File: src/sct_pkg.sv
// Purpose: Constants shared by the single channel timer blocks.
// Assumes: APB byte addresses, 32-bit data, 16-bit registers in the low bits.
// Notes: Overview follows.
// Overview of operation
// - An enabled output channel drives the polarity-adjusted reference with its enable high, a disabled one drives low with enable low.
// - In output mode the polarity bit at 0 makes the output active high and at 1 active low.
// - In input mode the pair {complementary polarity, polarity} selects rising (00), falling (01) or both edges (11), with 10 reserved.
// - In input mode captures are stored only while the channel enable bit is set.
// - The 16-bit counter value is readable and writable by software and resets to zero.
// - The counter tick divides the kernel clock by the divider value plus one, and a new divider value becomes active at the next update event.
// - The written reload value is the value that bounds the counter period.
// - While the reload value is zero the counter stays stopped.
// - A written compare value becomes active at once without preload, or at the next update event with preload.
// - In output mode the active compare value is compared to the counter and the result drives the channel output.
// - In input mode the compare/capture register holds the counter value latched at the latest capture and is readable.
// - The input route field selects the channel pin for codes 00, 01 and 11 and the divided oscillator clock for code 10.
// - The direction field makes the channel an output for 00 or an input from the source chosen by the input route field for 01, with 10 and 11 reserved.
// - The capture event divider is cleared whenever the channel enable bit is zero.

package sct_pkg;
  localparam int unsigned SCT_DW = 16;
  localparam logic [7:0] SCT_OFF_MODE = 8'h18;
  localparam logic [7:0] SCT_OFF_ENPOL = 8'h20;
  localparam logic [7:0] SCT_OFF_COUNT = 8'h24;
  localparam logic [7:0] SCT_OFF_DIV = 8'h28;
  localparam logic [7:0] SCT_OFF_RELOAD = 8'h2c;
  localparam logic [7:0] SCT_OFF_CCV = 8'h34;
  localparam logic [7:0] SCT_OFF_ROUTE = 8'h50;
  localparam logic [15:0] SCT_RST16 = 16'h0000;
  // Enable/polarity field positions
  localparam int unsigned SCT_EN_BIT = 0;
  localparam int unsigned SCT_POL_BIT = 1;
  localparam int unsigned SCT_NPOL_BIT = 3;
  localparam logic [15:0] SCT_ENPOL_MASK = 16'h000b;
  // Mode register field positions
  localparam int unsigned SCT_DIR_LSB = 0;
  localparam int unsigned SCT_EVDIV_LSB = 2;
  localparam int unsigned SCT_PRELOAD_BIT = 4;
  localparam logic [15:0] SCT_MODE_MASK = 16'h001f;
  localparam logic [15:0] SCT_ROUTE_MASK = 16'h0003;
  localparam logic [1:0] SCT_DIR_OUT = 2'h0;
  localparam logic [1:0] SCT_DIR_IN = 2'h1;
  localparam logic [1:0] SCT_ROUTE_OSC = 2'h2;
  localparam logic [1:0] SCT_EDGE_RISE = 2'h0;
  localparam logic [1:0] SCT_EDGE_FALL = 2'h1;
  localparam logic [1:0] SCT_EDGE_BOTH = 2'h3;
  typedef enum logic [1:0] {SCT_APB_IDLE = 2'b00, SCT_APB_ACCESS = 2'b01} sct_apb_t;
endpackage

File: src/sct_timer.sv
// Purpose: Single channel 16-bit timer with APB registers.
// Assumes: APB slave, zero wait after the setup cycle, pclk 50 MHz.
// Notes: Output reference is high while count is below active compare.
`timescale 1ns/1ps
`default_nettype none
module sct_timer (
  input wire logic pclk,
  input wire logic presetn,
  input wire logic psel,
  input wire logic penable,
  input wire logic pwrite,
  input wire logic [7:0] paddr,
  input wire logic [31:0] pwdata,
  output logic [31:0] prdata,
  output logic pready,
  output logic pslverr,
  input wire logic chan_pin_in,
  input wire logic divided_oscillator_clock,
  output logic chan_output,
  output logic output_drive_enable
);
  import sct_pkg::*;

  // ----------------------------------------
  // Register state
  // ----------------------------------------
  logic [15:0] enpol_ff;
  logic [15:0] mode_ff;
  logic [15:0] count_value_ff;
  logic [15:0] divider_value_ff;
  logic [15:0] reload_value_ff;
  logic [15:0] compare_capture_ff;
  logic [15:0] active_compare_ff;
  logic [15:0] route_ff;
  logic [31:0] prdata_ff;
  logic pready_ff;
  logic pslverr_ff;
  logic chan_output_ff;
  logic output_drive_enable_ff;
  sct_apb_t apb_state_ff;

  logic setup_phase;
  logic wr_en;
  logic addr_ok;
  logic [15:0] rd_mux;
  logic counter_tick;
  logic update_event;
  logic capture;
  logic filtered_chan_input;
  logic chan_enable;
  logic chan_polarity;
  logic chan_comp_polarity;
  logic compare_preload_enable;
  logic [1:0] chan_direction;
  logic [1:0] capture_event_divider;
  logic [1:0] input_route_select;
  logic is_out;
  logic is_in;
  logic output_reference;
  logic [15:0] wdata16;

  assign chan_enable = enpol_ff[SCT_EN_BIT];
  assign chan_polarity = enpol_ff[SCT_POL_BIT];
  assign chan_comp_polarity = enpol_ff[SCT_NPOL_BIT];
  assign chan_direction = mode_ff[SCT_DIR_LSB +: 2];
  assign capture_event_divider = mode_ff[SCT_EVDIV_LSB +: 2];
  assign compare_preload_enable = mode_ff[SCT_PRELOAD_BIT];
  assign input_route_select = route_ff[1:0];
  assign is_out = (chan_direction == SCT_DIR_OUT);
  assign is_in = (chan_direction == SCT_DIR_IN);
  assign wdata16 = pwdata[15:0];

  // ----------------------------------------
  // APB slave
  // ----------------------------------------
  assign setup_phase = psel & ~penable;
  assign wr_en = psel & penable & pready_ff & pwrite & ~pslverr_ff;

  always_comb
  begin
    addr_ok = 1'b1;
    rd_mux = 16'h0000;
    case (paddr)
      SCT_OFF_MODE: rd_mux = mode_ff;
      SCT_OFF_ENPOL: rd_mux = enpol_ff;
      SCT_OFF_COUNT: rd_mux = count_value_ff;
      SCT_OFF_DIV: rd_mux = divider_value_ff;
      SCT_OFF_RELOAD: rd_mux = reload_value_ff;
      SCT_OFF_CCV: rd_mux = compare_capture_ff;
      SCT_OFF_ROUTE: rd_mux = route_ff;
      default: addr_ok = 1'b0;
    endcase
  end

  // Answer registered in the setup cycle, so access lasts one cycle
  always_ff @(posedge pclk or negedge presetn)
  begin
    if (!presetn)
      apb_state_ff <= SCT_APB_IDLE;
    else if (setup_phase)
      apb_state_ff <= SCT_APB_ACCESS;
    else
      apb_state_ff <= SCT_APB_IDLE;
  end

  always_ff @(posedge pclk or negedge presetn)
  begin
    if (!presetn)
    begin
      pready_ff <= 1'b0;
      pslverr_ff <= 1'b0;
      prdata_ff <= 32'h0000_0000;
    end
    else
    begin
      pready_ff <= setup_phase;
      pslverr_ff <= setup_phase & ~addr_ok;
      if (setup_phase && !pwrite)
        prdata_ff <= {16'h0000, rd_mux};
    end
  end

  assign prdata = prdata_ff;
  assign pready = pready_ff;
  assign pslverr = pslverr_ff;

  // ----------------------------------------
  // Control registers
  // ----------------------------------------
  // Reserved bits are masked so they always read back zero
  always_ff @(posedge pclk or negedge presetn)
  begin
    if (!presetn)
      enpol_ff <= SCT_RST16;
    else if (wr_en && paddr == SCT_OFF_ENPOL)
      enpol_ff <= wdata16 & SCT_ENPOL_MASK;
  end

  // Direction may only change while the channel is off
  always_ff @(posedge pclk or negedge presetn)
  begin
    if (!presetn)
      mode_ff <= SCT_RST16;
    else if (wr_en && paddr == SCT_OFF_MODE)
    begin
      mode_ff[15:2] <= wdata16[15:2] & SCT_MODE_MASK[15:2];
      if (!chan_enable)
        mode_ff[1:0] <= wdata16[1:0];
    end
  end

  always_ff @(posedge pclk or negedge presetn)
  begin
    if (!presetn)
      route_ff <= SCT_RST16;
    else if (wr_en && paddr == SCT_OFF_ROUTE)
      route_ff <= wdata16 & SCT_ROUTE_MASK;
  end

  always_ff @(posedge pclk or negedge presetn)
  begin
    if (!presetn)
      divider_value_ff <= SCT_RST16;
    else if (wr_en && paddr == SCT_OFF_DIV)
      divider_value_ff <= wdata16;
  end

  always_ff @(posedge pclk or negedge presetn)
  begin
    if (!presetn)
      reload_value_ff <= SCT_RST16;
    else if (wr_en && paddr == SCT_OFF_RELOAD)
      reload_value_ff <= wdata16;
  end

  // ----------------------------------------
  // Time base
  // ----------------------------------------
  sct_prescaler #(
    .DW(SCT_DW)
  ) u_prescaler (
    .pclk(pclk),
    .presetn(presetn),
    .div_value(divider_value_ff),
    .update(update_event),
    .tick(counter_tick)
  );

  // Reload of zero stops counting and so also stops update events
  assign update_event = counter_tick & (reload_value_ff != 16'h0000)
    & (count_value_ff >= reload_value_ff);

  always_ff @(posedge pclk or negedge presetn)
  begin
    if (!presetn)
      count_value_ff <= SCT_RST16;
    else if (wr_en && paddr == SCT_OFF_COUNT)
      count_value_ff <= wdata16;
    else if (reload_value_ff == 16'h0000)
      count_value_ff <= count_value_ff;
    else if (update_event)
      count_value_ff <= 16'h0000;
    else if (counter_tick)
      count_value_ff <= count_value_ff + 16'h0001;
  end

  // ----------------------------------------
  // Channel
  // ----------------------------------------
  assign filtered_chan_input = (input_route_select == SCT_ROUTE_OSC)
    ? divided_oscillator_clock : chan_pin_in;

  sct_capture u_capture (
    .pclk(pclk),
    .presetn(presetn),
    .filtered_chan_input(filtered_chan_input),
    .edge_sel({chan_comp_polarity, chan_polarity}),
    .capture_event_divider(capture_event_divider),
    .chan_enable(chan_enable),
    .capture(capture)
  );

  // Capture beats a software write in the same cycle
  always_ff @(posedge pclk or negedge presetn)
  begin
    if (!presetn)
      compare_capture_ff <= SCT_RST16;
    else if (is_in && capture)
      compare_capture_ff <= count_value_ff;
    else if (wr_en && paddr == SCT_OFF_CCV)
      compare_capture_ff <= wdata16;
  end

  always_ff @(posedge pclk or negedge presetn)
  begin
    if (!presetn)
      active_compare_ff <= SCT_RST16;
    else if (!compare_preload_enable && wr_en && paddr == SCT_OFF_CCV)
      active_compare_ff <= wdata16;
    else if (compare_preload_enable && update_event)
      active_compare_ff <= compare_capture_ff;
  end

  assign output_reference = (count_value_ff < active_compare_ff);

  // Polarity ignores the complementary bit, software keeps it clear here
  always_ff @(posedge pclk or negedge presetn)
  begin
    if (!presetn)
    begin
      chan_output_ff <= 1'b0;
      output_drive_enable_ff <= 1'b0;
    end
    else if (is_out && chan_enable)
    begin
      chan_output_ff <= output_reference ^ chan_polarity;
      output_drive_enable_ff <= 1'b1;
    end
    else
    begin
      chan_output_ff <= 1'b0;
      output_drive_enable_ff <= 1'b0;
    end
  end

  assign chan_output = chan_output_ff;
  assign output_drive_enable = output_drive_enable_ff;
endmodule
`default_nettype wire

File: src/sct_prescaler.sv
// Purpose: Counter tick divider with an active value reloaded on update.
// Assumes: One clock; tick is a one-cycle enable.
// Notes: Divides by active value plus one.
`timescale 1ns/1ps
`default_nettype none
module sct_prescaler #(
  parameter int unsigned DW = 16
) (
  input wire logic pclk,
  input wire logic presetn,
  input wire logic [DW-1:0] div_value,
  input wire logic update,
  output logic tick
);
  import sct_pkg::*;
  logic [DW-1:0] active_div_ff;
  logic [DW-1:0] div_cnt_ff;

  // New ratio only at update, so a running period is never cut short
  always_ff @(posedge pclk or negedge presetn)
  begin
    if (!presetn)
      active_div_ff <= '0;
    else if (update)
      active_div_ff <= div_value;
  end

  always_ff @(posedge pclk or negedge presetn)
  begin
    if (!presetn)
      div_cnt_ff <= '0;
    else if (div_cnt_ff >= active_div_ff)
      div_cnt_ff <= '0;
    else
      div_cnt_ff <= div_cnt_ff + 1'b1;
  end

  assign tick = (div_cnt_ff >= active_div_ff);
endmodule
`default_nettype wire

File: src/sct_capture.sv
// Purpose: Edge selection and capture event divider for the channel input.
// Assumes: Input already synchronous to pclk.
// Notes: Divider is held clear while the channel is disabled.
`timescale 1ns/1ps
`default_nettype none
module sct_capture (
  input wire logic pclk,
  input wire logic presetn,
  input wire logic filtered_chan_input,
  input wire logic [1:0] edge_sel,
  input wire logic [1:0] capture_event_divider,
  input wire logic chan_enable,
  output logic capture
);
  import sct_pkg::*;
  logic prev_ff;
  logic [2:0] ev_cnt_ff;
  logic edge_hit;
  logic [2:0] ev_mask;

  always_ff @(posedge pclk or negedge presetn)
  begin
    if (!presetn)
      prev_ff <= 1'b0;
    else
      prev_ff <= filtered_chan_input;
  end

  always_comb
  begin
    case (edge_sel)
      SCT_EDGE_RISE: edge_hit = filtered_chan_input & ~prev_ff;
      SCT_EDGE_FALL: edge_hit = ~filtered_chan_input & prev_ff;
      SCT_EDGE_BOTH: edge_hit = filtered_chan_input ^ prev_ff;
      default: edge_hit = 1'b0;
    endcase
    case (capture_event_divider)
      2'h0: ev_mask = 3'h0;
      2'h1: ev_mask = 3'h1;
      2'h2: ev_mask = 3'h3;
      default: ev_mask = 3'h7;
    endcase
  end

  always_ff @(posedge pclk or negedge presetn)
  begin
    if (!presetn)
      ev_cnt_ff <= 3'h0;
    else if (!chan_enable)
      ev_cnt_ff <= 3'h0;
    else if (edge_hit)
      ev_cnt_ff <= (ev_cnt_ff & ev_mask) == ev_mask ? 3'h0 : ev_cnt_ff + 3'h1;
  end

  assign capture = chan_enable & edge_hit & ((ev_cnt_ff & ev_mask) == ev_mask);
endmodule
`default_nettype wire

File: config.mk
export PLATFORM = sky130hd
export DESIGN_NAME = sct_timer
export DESIGN_NICKNAME = d
export VERILOG_FILES = /design/src/sct_pkg.sv /design/src/sct_timer.sv /design/src/sct_prescaler.sv /design/src/sct_capture.sv
export SDC_FILE = /design/constraint.sdc
export NUM_CORES = 1
export LEC_CHECK = 0
export ABC_AREA = 1
export BUFFER_PORTS_ARGS = -buffer_cell sky130_fd_sc_hd__buf_2
export CAP_MARGIN = 20
export CORE_UTILIZATION = 65
export DETAILED_ROUTE_END_ITERATION = 8
export GPL_TIMING_DRIVEN = 0
export PLACE_DENSITY = 0.87
export SYNTH_ARGS = -nofsm -noshare
export SYNTH_HDL_FRONTEND = slang
export SYNTH_HIERARCHICAL = 1
export SYNTH_SLANG_ARGS = --single-unit
export TNS_END_PERCENT = 20
File: constraint.sdc
create_clock -name pclk -period 4.5 [get_ports pclk]
set_clock_uncertainty 0.2 [all_clocks]
set_input_delay 0.225 -clock pclk [delete_from_list [all_inputs] [get_ports pclk]]
set_output_delay 0.225 -clock pclk [all_outputs]
set_load 0.05 [all_outputs]
# Yosys cells after proc, flatten, opt, wreduce, memory -nomap -nowiden
# Index checks and enable logic that the tools add are counted.
# op_classes
reduce_logical	26
eq_ne	16
n_addsub	3
bitwise_logic	21
mux	19
order_cmp	3
# op_table
operator	count
16-bit two-way mux	9
16-bit case mux with 7 select lines	1
8-bit by 6-bit equality test with 1-bit output (second input constant)	5
16-bit by 1-bit adder with 16-bit output (second input constant)	2
16-bit >= comparator	2
16-bit logical NOT	1
16-bit < comparator	1
16-bit nonzero test	1
1-bit logical AND	13
1-bit AND	12
3-bit two-way mux	3
3-bit case mux with 3 select lines	1
8-bit by 5-bit equality test with 1-bit output (second input constant)	1
8-bit by 7-bit equality test with 1-bit output (second input constant)	1
7-bit OR reduction	1
2-bit by 1-bit equality test with 1-bit output (second input constant)	3
2-bit equality test (second input constant)	3
2-bit logical NOT	3
1-bit inverter	6
1-bit two-way mux	4
2-bit AND reduction	2
2-bit nonzero test	2
3-bit by 1-bit adder with 3-bit output (second input constant)	1
3-bit AND	1
other kinds (7)	9
# totals
out_inout_bits	36
register_bits	146
in_bits	47

# Depth between registers and ports, before layout
# depth
depth_word	9
mapped_depth	19

# Cells and area by module
# Netlist, hierarchy kept.
# by_module_without_submodules
mod	n_inst	seq_area_each_um2	area_each_um2	cells_each
sct_timer	1	2752.6	6428.7	859
sct_prescaler	1	800.8	1808.0	217
sct_capture	1	100.1	314.1	46

# Least setup slack after synthesis
# No wires, ideal clock.
# synth_path
path_kind	register to register
from	register u_prescaler.div_cnt_ff[3]
to	register u_prescaler.active_div_ff[10]
path_buffers	2
synth_period_minus_slack_ns	2.432
slack_ns	2.068
stages_incl_launch_ff	17
arrival_time_ns	2.097
required_ns	4.165
cell_sequence	dfrtp_1 ha_1 nand2_1 nor2_1 nor2_1 nand2_1 nand2_1 nand2_1 nand2_1 nand2_2 buf_6 nand2_1 inv_1 nand2_1 inv_1 clkbuf_1 o21ai_0
# synth_via
elab_chain_len	3
# synth_rtl
item	line_no	source
from (decl)	sct_prescaler.sv:17	logic [DW-1:0] div_cnt_ff;
from (signal assigned)	sct_prescaler.sv:35	div_cnt_ff <= div_cnt_ff + 1'b1;
16-bit >= comparator	sct_prescaler.sv:38	assign tick = (div_cnt_ff >= active_div_ff);
via counter_tick	sct_timer.sv:46	logic counter_tick;
1-bit AND	sct_timer.sv:190	assign update_event = counter_tick & (reload_value_ff != 16'h0000)
1-bit AND	sct_timer.sv:191	& (count_value_ff >= reload_value_ff);
via update_event	sct_timer.sv:47	logic update_event;
to (signal assigned)	sct_prescaler.sv:25	active_div_ff <= div_value;
to (decl)	sct_prescaler.sv:16	logic [DW-1:0] active_div_ff;
# The timed path passes the listed nets, and every way through them passes these cells.
# A chain may end at the register's enable or synchronous reset.

# Worst setup path in the final report
# layout_path
from	register u_prescaler.div_cnt_ff[3]
to	register u_prescaler.active_div_ff[7]
# Same word-level chain as after synthesis.

==> run metrics <==
Yosys cell types 40; effective utilization at floorplan between 60% and 70%; Worst-Margin Slew around 800 ps; Max-Cap Viols 0; Clk Tree Root Cell clkbuf_16; Hold Path Origin pwdata[8]; die footprint 13,600 µm²; reg2reg path depth 17; Max FO, Critical Path 10; commonest non-fill, non-tap cell in the layout nand2_1; Tot Pwr approximately 3.1 mW; row cnt ~40; critical path's top delay family buffers and inverters; Syn Area/Cell between 7 and 8 µm²; Post-synth EDFFs 0; ant diodes 0; critical path type flop to flop; Fillers approximately 880; leakage 5.08 nW; Vias/cell between 5 and 6; drt first pass iters 5; final cell area excluding filler cells about 10000 µm²; drc violations 0; Post-synth ARST share 100%; PwrDens between 300 and 400 nW/µm²; RR Startpoint u_prescaler/div_cnt_ff[3]; Placed Area 9110 µm²; Cell Area, Synth around 8600 µm²; Slew Viols, Final 0; # resized after CTS 0; CTS H-tree lvls 4; clk sinks between 100 and 150; via count between 8k and 9k; core region area 12,700 µm²; Die W roughly 120 µm; Critical path buffers and inverters 4; CTS max path bufs 2; fin crit period between 3000 and 4000 ps; Post-Syn Instances between 1k and 1.5k; setup TNS 0 ps; TritonCTS buffer count 17; Critical Path End Type flop; I/O pin total a little over 80; Worst path slowest cell dfrtp_1; Antenna Violating Nets Remaining 0; Critical Path RT roughly 4600 ps; Routed Wire Length around 23,000 µm; f_max between 0.3 and 0.4 GHz; worst reg2reg setup slack 1180 ps; fin crit share approximately 74%; Initial DRC Count about 1.0k; area growth from synthesis to layout 16.4%; max incr delay on CP 440 ps; CTS tree done; DP HPWL around 17,000 µm; layout cells sized above 1 12.0%; die height ~120 µm; number of port buffers 50; Most common cell on crit path nand2_1; crit-path cells ha_1, nand2_1, nor2_1, nor2_1, nand2_1, nand2_1, nand2_1, nand2_1, nand2_2, buf_6, nand2_1, inv_1, nand2_1, inv_1, clkbuf_1, nand2_1, o21ai_0; HP Class primary input to flop; Avg WL per Cell 16.5 µm; final hold viol count 0; Arrival @ worst endpoint roughly 3500 ps; unrepaired setup endpoints after global routing no; Critical Path Source Type flop; NumNets Final between 1k and 1.5k; global-route wire length before repair 37,800 µm; largest net degree at the start of global routing 80; Top FF cell, synth dfrtp_1; Worst-path clk slew 60 ps; Syn. warnings 6; Tot GR Track Use 37.2%; most frequent cells in the layout nand2_1, inv_1, dfrtp_1; final hold slack 22.3 ps; Slew HR a little under half; R2R Path End u_prescaler/active_div_ff[7]; sequential fraction of the synthesis area around 43%; status finished, final reports clean; Worst Hold Path EP divider_value_ff[8]; antenna violations before repair 0; grt total ovfl 0; worst skew pair latency roughly 430 ps; vias in the first global route 7,867; hold path depth 3; FF+latch count, synth around 150; final setup fails 0; GP Congestion between 0.9 and 1; VDD IR-drop max 311 µV
[sequential cells by signal (all words and copies together), names as in the netlist, 2 cells and up]
name,flops
active_compare_ff,16
count_value_ff,16
u_prescaler/active_div_ff,16
compare_capture_ff,16
reload_value_ff,16
route_ff,2
enpol_ff,3
u_capture/ev_cnt_ff,3
u_prescaler/div_cnt_ff,16
divider_value_ff,16
prdata,16
mode_ff,5
[kinds of logic after synthesis]
| family | Yosys count | synth area share (%) |
|---|---|---|
| simple gates | 494 | 24.5 |
| compound gates | 213 | 13.5 |
| buf+inv | 200 | 9.98 |
| flops | 146 | 42.7 |
| fa+ha+maj | 52 | 7.61 |
| xor+xnor | 15 | 1.54 |
| other cells | 1 | 0.0439 |
| mux | 1 | 0.132 |
[where the power goes]
part / internal (mW) / switching (mW) / total (mW)
sequential: 1.32 / 0.00658 / 1.33
combinational: 0.0564 / 0.137 / 0.194
clock: 1.05 / 0.541 / 1.59
total: 2.43 / 0.685 / 3.11
[worst min-delay path, delay by kind of cell]
family,cells,cell delay [ps]
compound gates,1,200
buf+inv,2,170
[synth_stat cells (all sizes together), types with 2 or more instances]
| master | n | area share (%) |
|---|---|---|
| a21oi | 44 | 2.6 |
| buf | 31 | 2.6 |
| clkbuf | 16 | 0.70 |
| dfrtp | 146 | 43 |
| ha | 52 | 7.6 |
| inv | 153 | 6.7 |
| nand2 | 322 | 14 |
| nand3 | 60 | 3.7 |
| nand3b | 2 | 0.18 |
| nand4 | 13 | 0.95 |
| nor2 | 77 | 3.7 |
| nor3 | 16 | 1.2 |
| nor4 | 2 | 0.15 |
| o211ai | 8 | 0.70 |
| o21a | 4 | 0.35 |
| o21ai | 136 | 8.2 |
| o21bai | 2 | 0.22 |
| o22ai | 15 | 1.1 |
| xnor2 | 2 | 0.20 |
| xor2 | 13 | 1.3 |
[per-stage QoR]
step | instances | util [%] | worst slack [ps]
floorplan | 1137 | - | 2070
global placement | 1359 | 71.3 | 963
detailed placement | 1360 | 71.6 | 1280
CTS | 1410 | 78.2 | 1270
global route | 1410 | 78.2 | 935
finish | 1410 | 78.2 | 1180
[worst max path at each step]
stage | depth (start not counted) | slack, ps | end | from
after floorplan | 16 | 2070 | u_prescaler/active_div_ff[10] | u_prescaler/div_cnt_ff[3]
after global placement | 1 | 960 | active_compare_ff[7] | presetn
after detailed placement | 16 | 1280 | u_prescaler/active_div_ff[2] | u_prescaler/div_cnt_ff[3]
after CTS | 16 | 1270 | u_prescaler/active_div_ff[2] | u_prescaler/div_cnt_ff[3]
after global routing | 16 | 940 | u_prescaler/active_div_ff[2] | u_prescaler/div_cnt_ff[3]
final | 17 | 1180 | u_prescaler/active_div_ff[7] | u_prescaler/div_cnt_ff[3]
[per-layer routing]
layer,GRT usage [%],vias up,share of wire (%)
li1,-,3805,-
met1,44.8,3765,39
met2,62.2,468,48
met3,8.51,102,8.7
met4,20.0,0,4.6
met5,0,-,0
[layout make-up]
cell class                 count  area, µm²  share of cell area, %
buffer                        47        279                   2.80
clock buffer                  21        450                   4.53
clock inverter                10        206                   2.07
inverter                     153        574                   5.77
multi-input combinational    791       4100                   41.2
sequential                   146       3650                   36.7
tap                          172        215                   2.16
timing repair buffer          70        474                   4.76
[what timing repair did]
item / 4_1_cts / 5_1_grt
endpoints found under the hold margin: 105 / 0
hold buffers: 19 / 0
setup buffers: 0 / 0
endpoints found under the setup margin: 0 / 0
(Power assumes the default switching activity.)
